`src/xspi_host_pkg.sv`:
```
/*
  constants and state encoding shared by the octal ddr psram host.
  assumes one host per device select and a link clock made here by
  dividing the system clock by four.
*/
package xspi_host_pkg;

  // half link cycles per phase (two bytes per link clock cycle)
  localparam logic [16:0] CMD_HALVES = 17'h00002;
  localparam logic [16:0] ADDR_HALVES = 17'h00004;
  localparam int ADDR_W = 32;
  localparam int WORD_W = 16;
  localparam int BYTE_W = 8;
  // default latency count and read drain time in system cycles
  localparam int LAT_COUNT_DEF = 6;
  localparam int DRAIN_CYC_DEF = 8;
  // reset values of the link pins
  localparam logic CS_N_RST = 1'b1;
  localparam logic CK_RST = 1'b0;

  // gray coded along idle-cmd-addr-lat-data-drain-end
  typedef enum logic [2:0] {
    S_IDLE = 3'h0,
    S_CMD = 3'h1,
    S_ADDR = 3'h3,
    S_LAT = 3'h2,
    S_DATA = 3'h6,
    S_DRAIN = 3'h7,
    S_END = 3'h5
  } state_t;

endpackage

```
`src/xspi_sync2.sv`:
```
/*
  two flip-flop synchroniser for a bus of levels.
  assumes each bit may change at any time relative to clk_i.
*/
`timescale 1ns/100ps
module xspi_sync2 #(
  parameter int WIDTH = 1
) (
  input wire logic clk_i,
  input wire logic reset_n_i,
  input wire logic [WIDTH-1:0] async_i,
  output logic [WIDTH-1:0] sync_o
);

  logic [WIDTH-1:0] meta_q;
  logic [WIDTH-1:0] sync_q;

  always_ff @(posedge clk_i) begin
    if (!reset_n_i) begin
      meta_q <= '0;
      sync_q <= '0;
    end else begin
      meta_q <= async_i;
      sync_q <= meta_q;
    end
  end

  assign sync_o = sync_q;

endmodule

```
`src/xspi_host.sv`:
```
/*
  host controller for an octal ddr pseudo static ram link: frames one
  transaction per request, makes the link clock, writes and reads words.
  assumes the user supplies a write word whenever wr_take_o pulses and
  that the device starts read data right after the latency period.
*/
`timescale 1ns/100ps
module xspi_host #(
  parameter int LAT_COUNT = xspi_host_pkg::LAT_COUNT_DEF,
  parameter int DRAIN_CYC = xspi_host_pkg::DRAIN_CYC_DEF
) (
  input wire logic clk_sys_i,
  input wire logic reset_n_i,
  input wire logic req_valid_i,
  output logic req_ready_o,
  input wire logic [7:0] req_opcode_i,
  input wire logic req_has_addr_i,
  input wire logic [31:0] req_addr_i,
  input wire logic req_write_i,
  input wire logic req_latency_i,
  input wire logic [15:0] req_words_i,
  input wire logic [15:0] wr_data_i,
  input wire logic [1:0] wr_mask_i,
  output logic wr_take_o,
  output logic [15:0] rd_data_o,
  output logic rd_valid_o,
  output logic busy_o,
  output logic link_cs_n_o,
  output logic link_clock_true_o,
  output logic link_clock_comp_o,
  output logic link_reset_n_o,
  input wire logic [7:0] link_dq_i,
  output logic [7:0] link_dq_o,
  output logic link_dq_oe_o,
  input wire logic strobe_mask_line_i,
  output logic strobe_mask_line_o,
  output logic strobe_mask_line_oe_o
);

  if (LAT_COUNT < 1 || LAT_COUNT > 15) begin : g_lat_chk
    $error("LAT_COUNT must be 1 to 15");
  end
  if (DRAIN_CYC < 4 || DRAIN_CYC > 15) begin : g_drain_chk
    $error("DRAIN_CYC must be 4 to 15");
  end

  // last system cycle of the latency phase for one and two counts
  localparam int LAT_ONE_LAST = 4 * LAT_COUNT - 1;
  localparam int LAT_TWO_LAST = 8 * LAT_COUNT - 1;

  typedef struct packed {
    xspi_host_pkg::state_t st;
    logic ph;
    logic [16:0] half;
    logic ck;
    logic cs_n;
    logic rst_n;
    logic [7:0] dq;
    logic dq_oe;
    logic strobe_mask_line;
    logic strobe_mask_line_oe;
    logic [7:0] op;
    logic [31:0] addr;
    logic wr;
    logic lat_en;
    logic has_addr;
    logic [15:0] words;
    logic lat2;
    logic [7:0] wlo;
    logic mlo;
    logic stb_q;
    logic edge_q;
    logic rhi;
    logic [7:0] rbyte;
    logic [15:0] rdata;
    logic rvalid;
    logic [3:0] drain;
  } host_state_t;

  host_state_t s_q;
  host_state_t s_d;
  logic [7:0] dq_s;
  logic stb_s;
  logic wr_take;
  logic [16:0] lat_halves;
  logic [16:0] data_halves;
  logic [16:0] tgt;

  // both link inputs come from the device's timing, so they are synced
  xspi_sync2 #(.WIDTH(9)) u_sync (
    .clk_i(clk_sys_i),
    .reset_n_i(reset_n_i),
    .async_i({strobe_mask_line_i, link_dq_i}),
    .sync_o({stb_s, dq_s})
  );

  // one or two latency counts, each two half cycles
  assign lat_halves = s_q.lat2 ? 17'(LAT_COUNT * 4) : 17'(LAT_COUNT * 2);
  assign data_halves = {s_q.words, 1'b0};

  always_comb begin
    case (s_q.st)
      xspi_host_pkg::S_CMD: tgt = xspi_host_pkg::CMD_HALVES;
      xspi_host_pkg::S_ADDR: tgt = xspi_host_pkg::ADDR_HALVES;
      xspi_host_pkg::S_LAT: tgt = lat_halves;
      xspi_host_pkg::S_DATA: tgt = data_halves;
      default: tgt = 17'h00000;
    endcase
  end

  always_comb begin
    s_d = s_q;
    wr_take = 1'b0;
    s_d.rvalid = 1'b0;
    s_d.rst_n = 1'b1;
    s_d.stb_q = stb_s;
    // read bytes are taken one cycle after a strobe change, mid byte
    s_d.edge_q = !s_q.wr && (stb_s != s_q.stb_q) &&
      (s_q.st == xspi_host_pkg::S_DATA || s_q.st == xspi_host_pkg::S_DRAIN);
    if (s_q.edge_q) begin
      if (!s_q.rhi) begin
        s_d.rbyte = dq_s;
        s_d.rhi = 1'b1;
      end else begin
        s_d.rdata = {s_q.rbyte, dq_s}; // first byte is the low address
        s_d.rhi = 1'b0;
        s_d.rvalid = 1'b1;
      end
    end
    // drive the byte at phase 0, clock edge at phase 1 centres it
    if (s_q.st != xspi_host_pkg::S_IDLE && s_q.st != xspi_host_pkg::S_END &&
        s_q.st != xspi_host_pkg::S_DRAIN) begin
      s_d.ph = !s_q.ph;
      if (!s_q.ph) begin
        case (s_q.st)
          xspi_host_pkg::S_CMD: begin
            s_d.dq = s_q.op; // same opcode on both edges
            s_d.dq_oe = 1'b1;
          end
          xspi_host_pkg::S_ADDR: begin
            s_d.dq = s_q.addr[31 - 8 * s_q.half[1:0] -: 8];
            s_d.dq_oe = 1'b1;
            s_d.lat2 = s_q.lat2 | stb_s;
          end
          xspi_host_pkg::S_LAT: begin
            s_d.dq_oe = 1'b0;
          end
          xspi_host_pkg::S_DATA: begin
            s_d.dq_oe = s_q.wr;
            s_d.strobe_mask_line_oe = s_q.wr;
            if (s_q.wr && !s_q.half[0]) begin
              wr_take = 1'b1;
              s_d.dq = wr_data_i[15:8];
              s_d.wlo = wr_data_i[7:0];
              s_d.strobe_mask_line = wr_mask_i[1]; // high masks the byte
              s_d.mlo = wr_mask_i[0];
            end else if (s_q.wr) begin
              s_d.dq = s_q.wlo;
              s_d.strobe_mask_line = s_q.mlo;
            end
          end
          default: begin
            s_d.dq_oe = 1'b0;
          end
        endcase
      end else begin
        s_d.ck = !s_q.ck;
        s_d.half = s_q.half + 17'h00001;
        if (s_q.half == tgt - 17'h00001) begin
          s_d.half = 17'h00000;
          case (s_q.st)
            xspi_host_pkg::S_CMD: begin
              // address follows or the command stands alone
              s_d.st = s_q.has_addr ? xspi_host_pkg::S_ADDR :
                xspi_host_pkg::S_END;
            end
            xspi_host_pkg::S_ADDR: begin
              // three cycles of command and address, then latency if lat_en is set, else data or end
              if (s_q.lat_en)
                s_d.st = xspi_host_pkg::S_LAT;
              else if (s_q.words != 16'h0000)
                s_d.st = xspi_host_pkg::S_DATA;
              else
                s_d.st = xspi_host_pkg::S_END;
            end
            xspi_host_pkg::S_LAT: begin
              s_d.st = (s_q.words != 16'h0000) ? xspi_host_pkg::S_DATA :
                xspi_host_pkg::S_END;
            end
            default: begin
              s_d.st = s_q.wr ? xspi_host_pkg::S_END :
                xspi_host_pkg::S_DRAIN;
              s_d.drain = 4'(DRAIN_CYC);
            end
          endcase
        end
      end
    end
    case (s_q.st)
      xspi_host_pkg::S_IDLE: begin
        s_d.ck = xspi_host_pkg::CK_RST; // clock parked between frames
        s_d.dq_oe = 1'b0;
        s_d.strobe_mask_line_oe = 1'b0;
        s_d.cs_n = xspi_host_pkg::CS_N_RST;
        if (req_valid_i) begin
          s_d.st = xspi_host_pkg::S_CMD;
          s_d.cs_n = 1'b0; // select falls while the clock is idle
          s_d.ph = 1'b0;
          s_d.half = 17'h00000;
          s_d.op = req_opcode_i;
          s_d.has_addr = req_has_addr_i;
          s_d.addr = req_addr_i;
          s_d.wr = req_write_i;
          s_d.lat_en = req_latency_i;
          s_d.words = req_words_i;
          s_d.lat2 = 1'b0;
          s_d.rhi = 1'b0;
        end
      end
      xspi_host_pkg::S_DRAIN: begin
        // clock stays idle while late synced bytes arrive
        s_d.dq_oe = 1'b0;
        s_d.strobe_mask_line_oe = 1'b0;
        s_d.drain = s_q.drain - 4'h1;
        if (s_q.drain == 4'h1)
          s_d.st = xspi_host_pkg::S_END;
      end
      xspi_host_pkg::S_END: begin
        s_d.cs_n = 1'b1; // clock already low here
        s_d.dq_oe = 1'b0;
        s_d.strobe_mask_line_oe = 1'b0;
        s_d.st = xspi_host_pkg::S_IDLE;
      end
      default: begin
      end
    endcase
  end

  always_ff @(posedge clk_sys_i) begin
    if (!reset_n_i) begin
      s_q <= '0;
      s_q.st <= xspi_host_pkg::S_IDLE;
      s_q.cs_n <= xspi_host_pkg::CS_N_RST;
      s_q.ck <= xspi_host_pkg::CK_RST;
      s_q.rst_n <= 1'b0; // device held in reset with the host
    end else begin
      s_q <= s_d;
    end
  end

  assign req_ready_o = (s_q.st == xspi_host_pkg::S_IDLE);
  assign busy_o = (s_q.st != xspi_host_pkg::S_IDLE);
  assign wr_take_o = wr_take;
  assign rd_data_o = s_q.rdata;
  assign rd_valid_o = s_q.rvalid;
  // one select per instance, never shared
  assign link_cs_n_o = s_q.cs_n;
  assign link_clock_true_o = s_q.ck;
  assign link_clock_comp_o = !s_q.ck;
  assign link_reset_n_o = s_q.rst_n;
  assign link_dq_o = s_q.dq;
  assign link_dq_oe_o = s_q.dq_oe;
  assign strobe_mask_line_o = s_q.strobe_mask_line;
  assign strobe_mask_line_oe_o = s_q.strobe_mask_line_oe;

  property p_cs_fall_idle;
    @(posedge clk_sys_i) disable iff (!reset_n_i)
    $fell(link_cs_n_o) |-> !link_clock_true_o ##1 !link_clock_true_o;
  endproperty
  a_cs_fall_idle: assert property (p_cs_fall_idle)
    else $error("select fell with clock not idle");

  property p_cs_rise_idle;
    @(posedge clk_sys_i) disable iff (!reset_n_i)
    $rose(link_cs_n_o) |-> !link_clock_true_o && $past(!link_clock_true_o);
  endproperty
  a_cs_rise_idle: assert property (p_cs_rise_idle)
    else $error("select rose with clock not idle");

  property p_ddr_toggle;
    @(posedge clk_sys_i) disable iff (!reset_n_i)
    (s_q.st == xspi_host_pkg::S_CMD && !s_q.ph) |=>
      $stable(link_clock_true_o) ##1 $changed(link_clock_true_o);
  endproperty
  a_ddr_toggle: assert property (p_ddr_toggle)
    else $error("link clock not toggling each half cycle");

  property p_cmd_repeat;
    @(posedge clk_sys_i) disable iff (!reset_n_i)
    $rose(s_q.st == xspi_host_pkg::S_CMD) |=> link_dq_oe_o &&
      link_dq_o == s_q.op ##2 link_dq_o == s_q.op;
  endproperty
  a_cmd_repeat: assert property (p_cmd_repeat)
    else $error("opcode not repeated on both edges");

  property p_addr_msb;
    @(posedge clk_sys_i) disable iff (!reset_n_i)
    $rose(s_q.st == xspi_host_pkg::S_ADDR) |=>
      link_dq_o == s_q.addr[31:24] ##2 link_dq_o == s_q.addr[23:16];
  endproperty
  a_addr_msb: assert property (p_addr_msb)
    else $error("address not sent msb first");

  property p_idle_clock;
    @(posedge clk_sys_i) disable iff (!reset_n_i)
    link_cs_n_o |-> !link_clock_true_o && !link_dq_oe_o;
  endproperty
  a_idle_clock: assert property (p_idle_clock)
    else $error("clock or data driven with select high");

  property p_mask_only_write;
    @(posedge clk_sys_i) disable iff (!reset_n_i)
    strobe_mask_line_oe_o |-> s_q.wr && (s_q.st == xspi_host_pkg::S_DATA ||
      $past(s_q.st) == xspi_host_pkg::S_DATA);
  endproperty
  a_mask_only_write: assert property (p_mask_only_write)
    else $error("strobe driven outside write data");

  property p_no_lat_reg_write;
    @(posedge clk_sys_i) disable iff (!reset_n_i)
    (s_q.st == xspi_host_pkg::S_ADDR && !s_q.lat_en && s_q.words != 16'h0000)
      ##1 (s_q.st != xspi_host_pkg::S_ADDR) |-> s_q.st == xspi_host_pkg::S_DATA;
  endproperty
  a_no_lat_reg_write: assert property (p_no_lat_reg_write)
    else $error("register write entered latency");

  // latency measured in system cycles, independent of the half counter
  property p_lat_len;
    @(posedge clk_sys_i) disable iff (!reset_n_i)
    $rose(s_q.st == xspi_host_pkg::S_LAT) && !s_q.lat2 |->
      ##LAT_ONE_LAST s_q.st == xspi_host_pkg::S_LAT ##1
      s_q.st != xspi_host_pkg::S_LAT;
  endproperty
  a_lat_len: assert property (p_lat_len)
    else $error("single latency length wrong");

  property p_lat_len_two;
    @(posedge clk_sys_i) disable iff (!reset_n_i)
    $rose(s_q.st == xspi_host_pkg::S_LAT) && s_q.lat2 |->
      ##LAT_TWO_LAST s_q.st == xspi_host_pkg::S_LAT ##1
      s_q.st != xspi_host_pkg::S_LAT;
  endproperty
  a_lat_len_two: assert property (p_lat_len_two)
    else $error("double latency length wrong");

  property p_word_pair;
    @(posedge clk_sys_i) disable iff (!reset_n_i)
    rd_valid_o |-> $past(s_q.edge_q) && !s_q.rhi;
  endproperty
  a_word_pair: assert property (p_word_pair)
    else $error("read word without two bytes");

endmodule

```
`config.mk`:
```
export PLATFORM = sky130hd
export DESIGN_NAME = xspi_host
export DESIGN_NICKNAME = d
export VERILOG_FILES = /design/src/xspi_host_pkg.sv /design/src/xspi_sync2.sv /design/src/xspi_host.sv
export SDC_FILE = /design/constraint.sdc
export NUM_CORES = 1
export LEC_CHECK = 0
export BUFFER_PORTS_ARGS = -buffer_cell sky130_fd_sc_hd__buf_2
export CAP_MARGIN = 40
export CORE_AREA = 2 2 117 119
export DETAILED_ROUTE_END_ITERATION = 16
export DIE_AREA = 0 0 119 121
export MAX_ROUTING_LAYER = met4
export PLACE_DENSITY_LB_ADDON = 0.15
export SLEW_MARGIN = 5
export SYNTH_ARGS = -nofsm -noshare
export SYNTH_HDL_FRONTEND = slang
export SYNTH_SLANG_ARGS = --single-unit
export TNS_END_PERCENT = 5
```
`constraint.sdc`:
```
create_clock -name clk_sys_i -period 6 [get_ports clk_sys_i]
set_input_delay 1.2 -clock clk_sys_i [delete_from_list [all_inputs] [get_ports clk_sys_i]]
set_output_delay 1.2 -clock clk_sys_i [all_outputs]
set_load 0.005 [all_outputs]
```
==> impl_results.md <==
- DP HPWL: 13,000 µm
- Clock root buffer: clkbuf_16
- Outcome: completed
- Syn Inst Count: 888
- Critical-path cell list: and3b_1 -> a22oi_1 -> ha_1 -> nor4bb_1 -> a21o_1 -> a221oi_1 -> xor2_1 -> o2111ai_1 -> or4b_1 -> nand4bb_1 -> nand3_4 -> nor2_1
- Avg Vias per Cell: 5.56
- CTS Buffer Depth: 2
- Clock Skew: 0.00982 ns
- Final Hold Fails: 0
- Total of max-cap violations: 0
- Leakage: 3.20 nW
- Synth top area cells: dfxtp_1 (42%), nand2_1 (9.7%), a21oi_1 (6.7%)
- Worst vdd ir: 0.260 mV
- Maximum net fanout on the critical path: 23
- Met3 Routed Length: 1140 µm
- Post-synth EDFFs: 0
- Cell Area, Synth: 7290 µm²
- Routed WL: 18,200 µm
- Port bufs: 123
- Mux cell area share after synthesis: 6.18%
- Buf/Inv on CP: 0
- Final GP Congestion: 1.02
- DR iter-0 viols: 429
- Commonest non-fill, non-tap cell in the layout: nand2_1
- Type of the worst setup path: flip-flop to flip-flop
- Placed cell area: 7770 µm²
- Yosys warnings: 0
- Filler cell count in the final layout: 1,186
- Wl on met1: 8350 µm
- CP max stage cell: and3b_1
- Tightest Pin Transition: 0.879 ns
- DP Worst Slack: 1.20 ns
- Post-Synth XOR/XNOR Area: 3.60%
- DRC violation count after routing: 0
- Share of the synthesized area in the top cell type: 42.3%
- Async SR Flop Fraction: 0%
- Highest routed metal layer: met4
- Post-Layout Inst Area: 8410 µm²
- Antenna violations before repair: 0
- Worst hold stages: 1
- Sinks on Clock Net: 154
- Die Span X: 119 µm
- Post-CTS Resized: 0
- CP Depth: 12
- Syn_nets: 985
- Crit path capture type: flip-flop
- Worst skew pair latency: 0.43 ns
- Worst EP required: 6.31 ns
- CP top delay family: simple AND/OR/NAND/NOR gates
- #FFs+latches synth: 154
- Post-Synth Simple-Gate Area: 24.1%
- Fmax: 206 MHz
- Max stage delay on crit path: 0.83 ns
- Ant. Diodes: 0
- Final setup viols: 0
- Clock-pin slew on the worst setup and hold paths: 0.06 ns
- Post-CTS Setup Bufs: 0
- Fin Setup TNS: 0 ns
- Hold_ws: 0.433 ns
- Wirelength per Cell: 16.0 µm
- Synth cell types: 74
- RSZ-0062 raised after global routing: false
- CORE AREA: 13,100 µm²
- IO Pins: 124
- WL met2: 8260 µm
- Hold_buf cts: 0
- Final worst path period need: 4.86 ns
- Largest family of logic cells by synthesized area: simple AND/OR/NAND/NOR gates
- Most frequent cells in the layout: nand2_1 (188), dfxtp_1 (154), buf_2 (123), a21oi_1 (98), nor2_1 (76)
- CTS tree: built
- Clock H-tree levels: 4
- Synth Area in Compound Gates: 15.5%
- First-pass GRT wire length: 29,800 µm
- Largest net degree at the start of global routing: 62
- Final nets: 1,048
- Tightest Hold Check Type: flip-flop to flip-flop
- Die footprint: 14,400 µm²
- Post-route ant nets: 0
- Via Count: 6,338
- Post-synth top flop: dfxtp_1
- Final core utilization: 64.3%
- Period utilization: 81.0%
- Startpoint types: flip-flop
- Pre-antenna DRT Iters: 5
- Total global-route track usage: 27.1%
- Area grow syn2layout: 15.3%
- Area leader, netlist: dfxtp_1
- Initial Util: 55.7%
- Pwr Density: 313 nW/µm²
- CTS Buf Count: 17
- Critical Path AT: 5.17 ns
- Layout cells sized above 1: 19.2%
- Die Span Y: 121 µm
- Seq/Total Area, Yosys: 42.3%
- Worst R2R Path Depth: 12
- Vias in the first global route: 5,813
- Final slew viol count: 0
- Synth Area in Adders: 1.37%
- PnR worst setup slack: 1.14 ns
- GRT overflow: 0
- Relative slew slack: 41.4%
- Cell row count: 42
- Mean post-synth cell area: 8.21 µm²
## where the power goes
group | internal (mW) | switching, mW | total [mW]
registers | 1.07 | 0.0515 | 1.13
clock network | 0.726 | 0.434 | 1.16
logic | 0.148 | 0.199 | 0.347
## cell families (layout without fill, tap and decap cells)
kind of cell	after synthesis	after routing
AOI/OAI and AO/OA	180	180
buffers and inverters	102	177
muxes	35	35
xor gates and xnor gates	30	30
DFF	154	154
and+or+nand+nor	379	379
adders and majority gates	8	8
## per-layer routing
metal / up-vias / track usage [%]
li1: 3160 / -
met1: 2914 / 35.5
met2: 216 / 41.9
met3: 48 / 5.97
met4: 0 / 8.71
met5: - / -
## stage by stage
| stage | std cells | power, mW |
|---|---|---|
| after CTS | 1139 | 2.65 |
| after global placement | 1104 | 1.48 |
| after detailed placement | 1108 | 1.49 |
| after floorplan | 888 | 1.39 |
| after global routing | 1139 | 2.74 |
| final | 1139 | 2.63 |
## cell type report
class | instances | area [µm²] | area share, %
Tap cell | 176 | 220 | 2.62
Sequential cell | 154 | 3080 | 36.7
Inverter | 15 | 57.6 | 0.684
Multi-Input combinational cell | 632 | 3700 | 44.0
Clock inverter | 11 | 185 | 2.20
Timing Repair Buffer | 131 | 708 | 8.42
Clock buffer | 20 | 457 | 5.43
## flip-flops by register name, indices dropped and copies added (netlist names)
name and flops:
rd_valid_o 1, link_dq_oe_o 1, data_halves 16, link_reset_n_o 1
link_dq_o 8, link_cs_n_o 1, link_clock_true_o 1, strobe_mask_line_oe_o 1
s_q 89, u_sync.sync_o 9, rd_data_o 16, u_sync.meta_q 9
strobe_mask_line_o 1
## worst reg2reg max path: cells and delay by family, from the launching register on
family	cells	cell delay, ns
compound gates	4	0.94
simple gates	6	2.54
fa+ha+maj	1	0.37
xor+xnor	1	0.19
flops	1	0.70
## Yosys cell counts (9+ instances only)
master / instances
a211oi_1: 9
a21oi_1: 98
a221oi_1: 9
and2_1: 21
buf_4: 25
clkbuf_1: 47
dfxtp_1: 154
inv_1: 13
mux2i_1: 27
nand2_1: 188
nand3_1: 17
nor2_1: 76
nor3_1: 14
o21ai_0: 17
xnor2_1: 15
xor2_1: 15
## worst paths after layout
| path | start | endpoint | slack (ns) |
|---|---|---|---|
| worst min-delay path | u_sync.meta_q[4]$_SDFF_PN0_ | u_sync.sync_o[4]$_SDFF_PN0_ | 0.43 |
| worst min register to register | u_sync.meta_q[4]$_SDFF_PN0_ | u_sync.sync_o[4]$_SDFF_PN0_ | 0.43 |
| worst max register to register | s_q[135]$_SDFF_PN0_ | s_q[127]$_SDFF_PN0_ | 1.14 |
| worst max-delay path | s_q[135]$_SDFF_PN0_ | s_q[127]$_SDFF_PN0_ | 1.14 |
(Power assumes the default switching activity.)
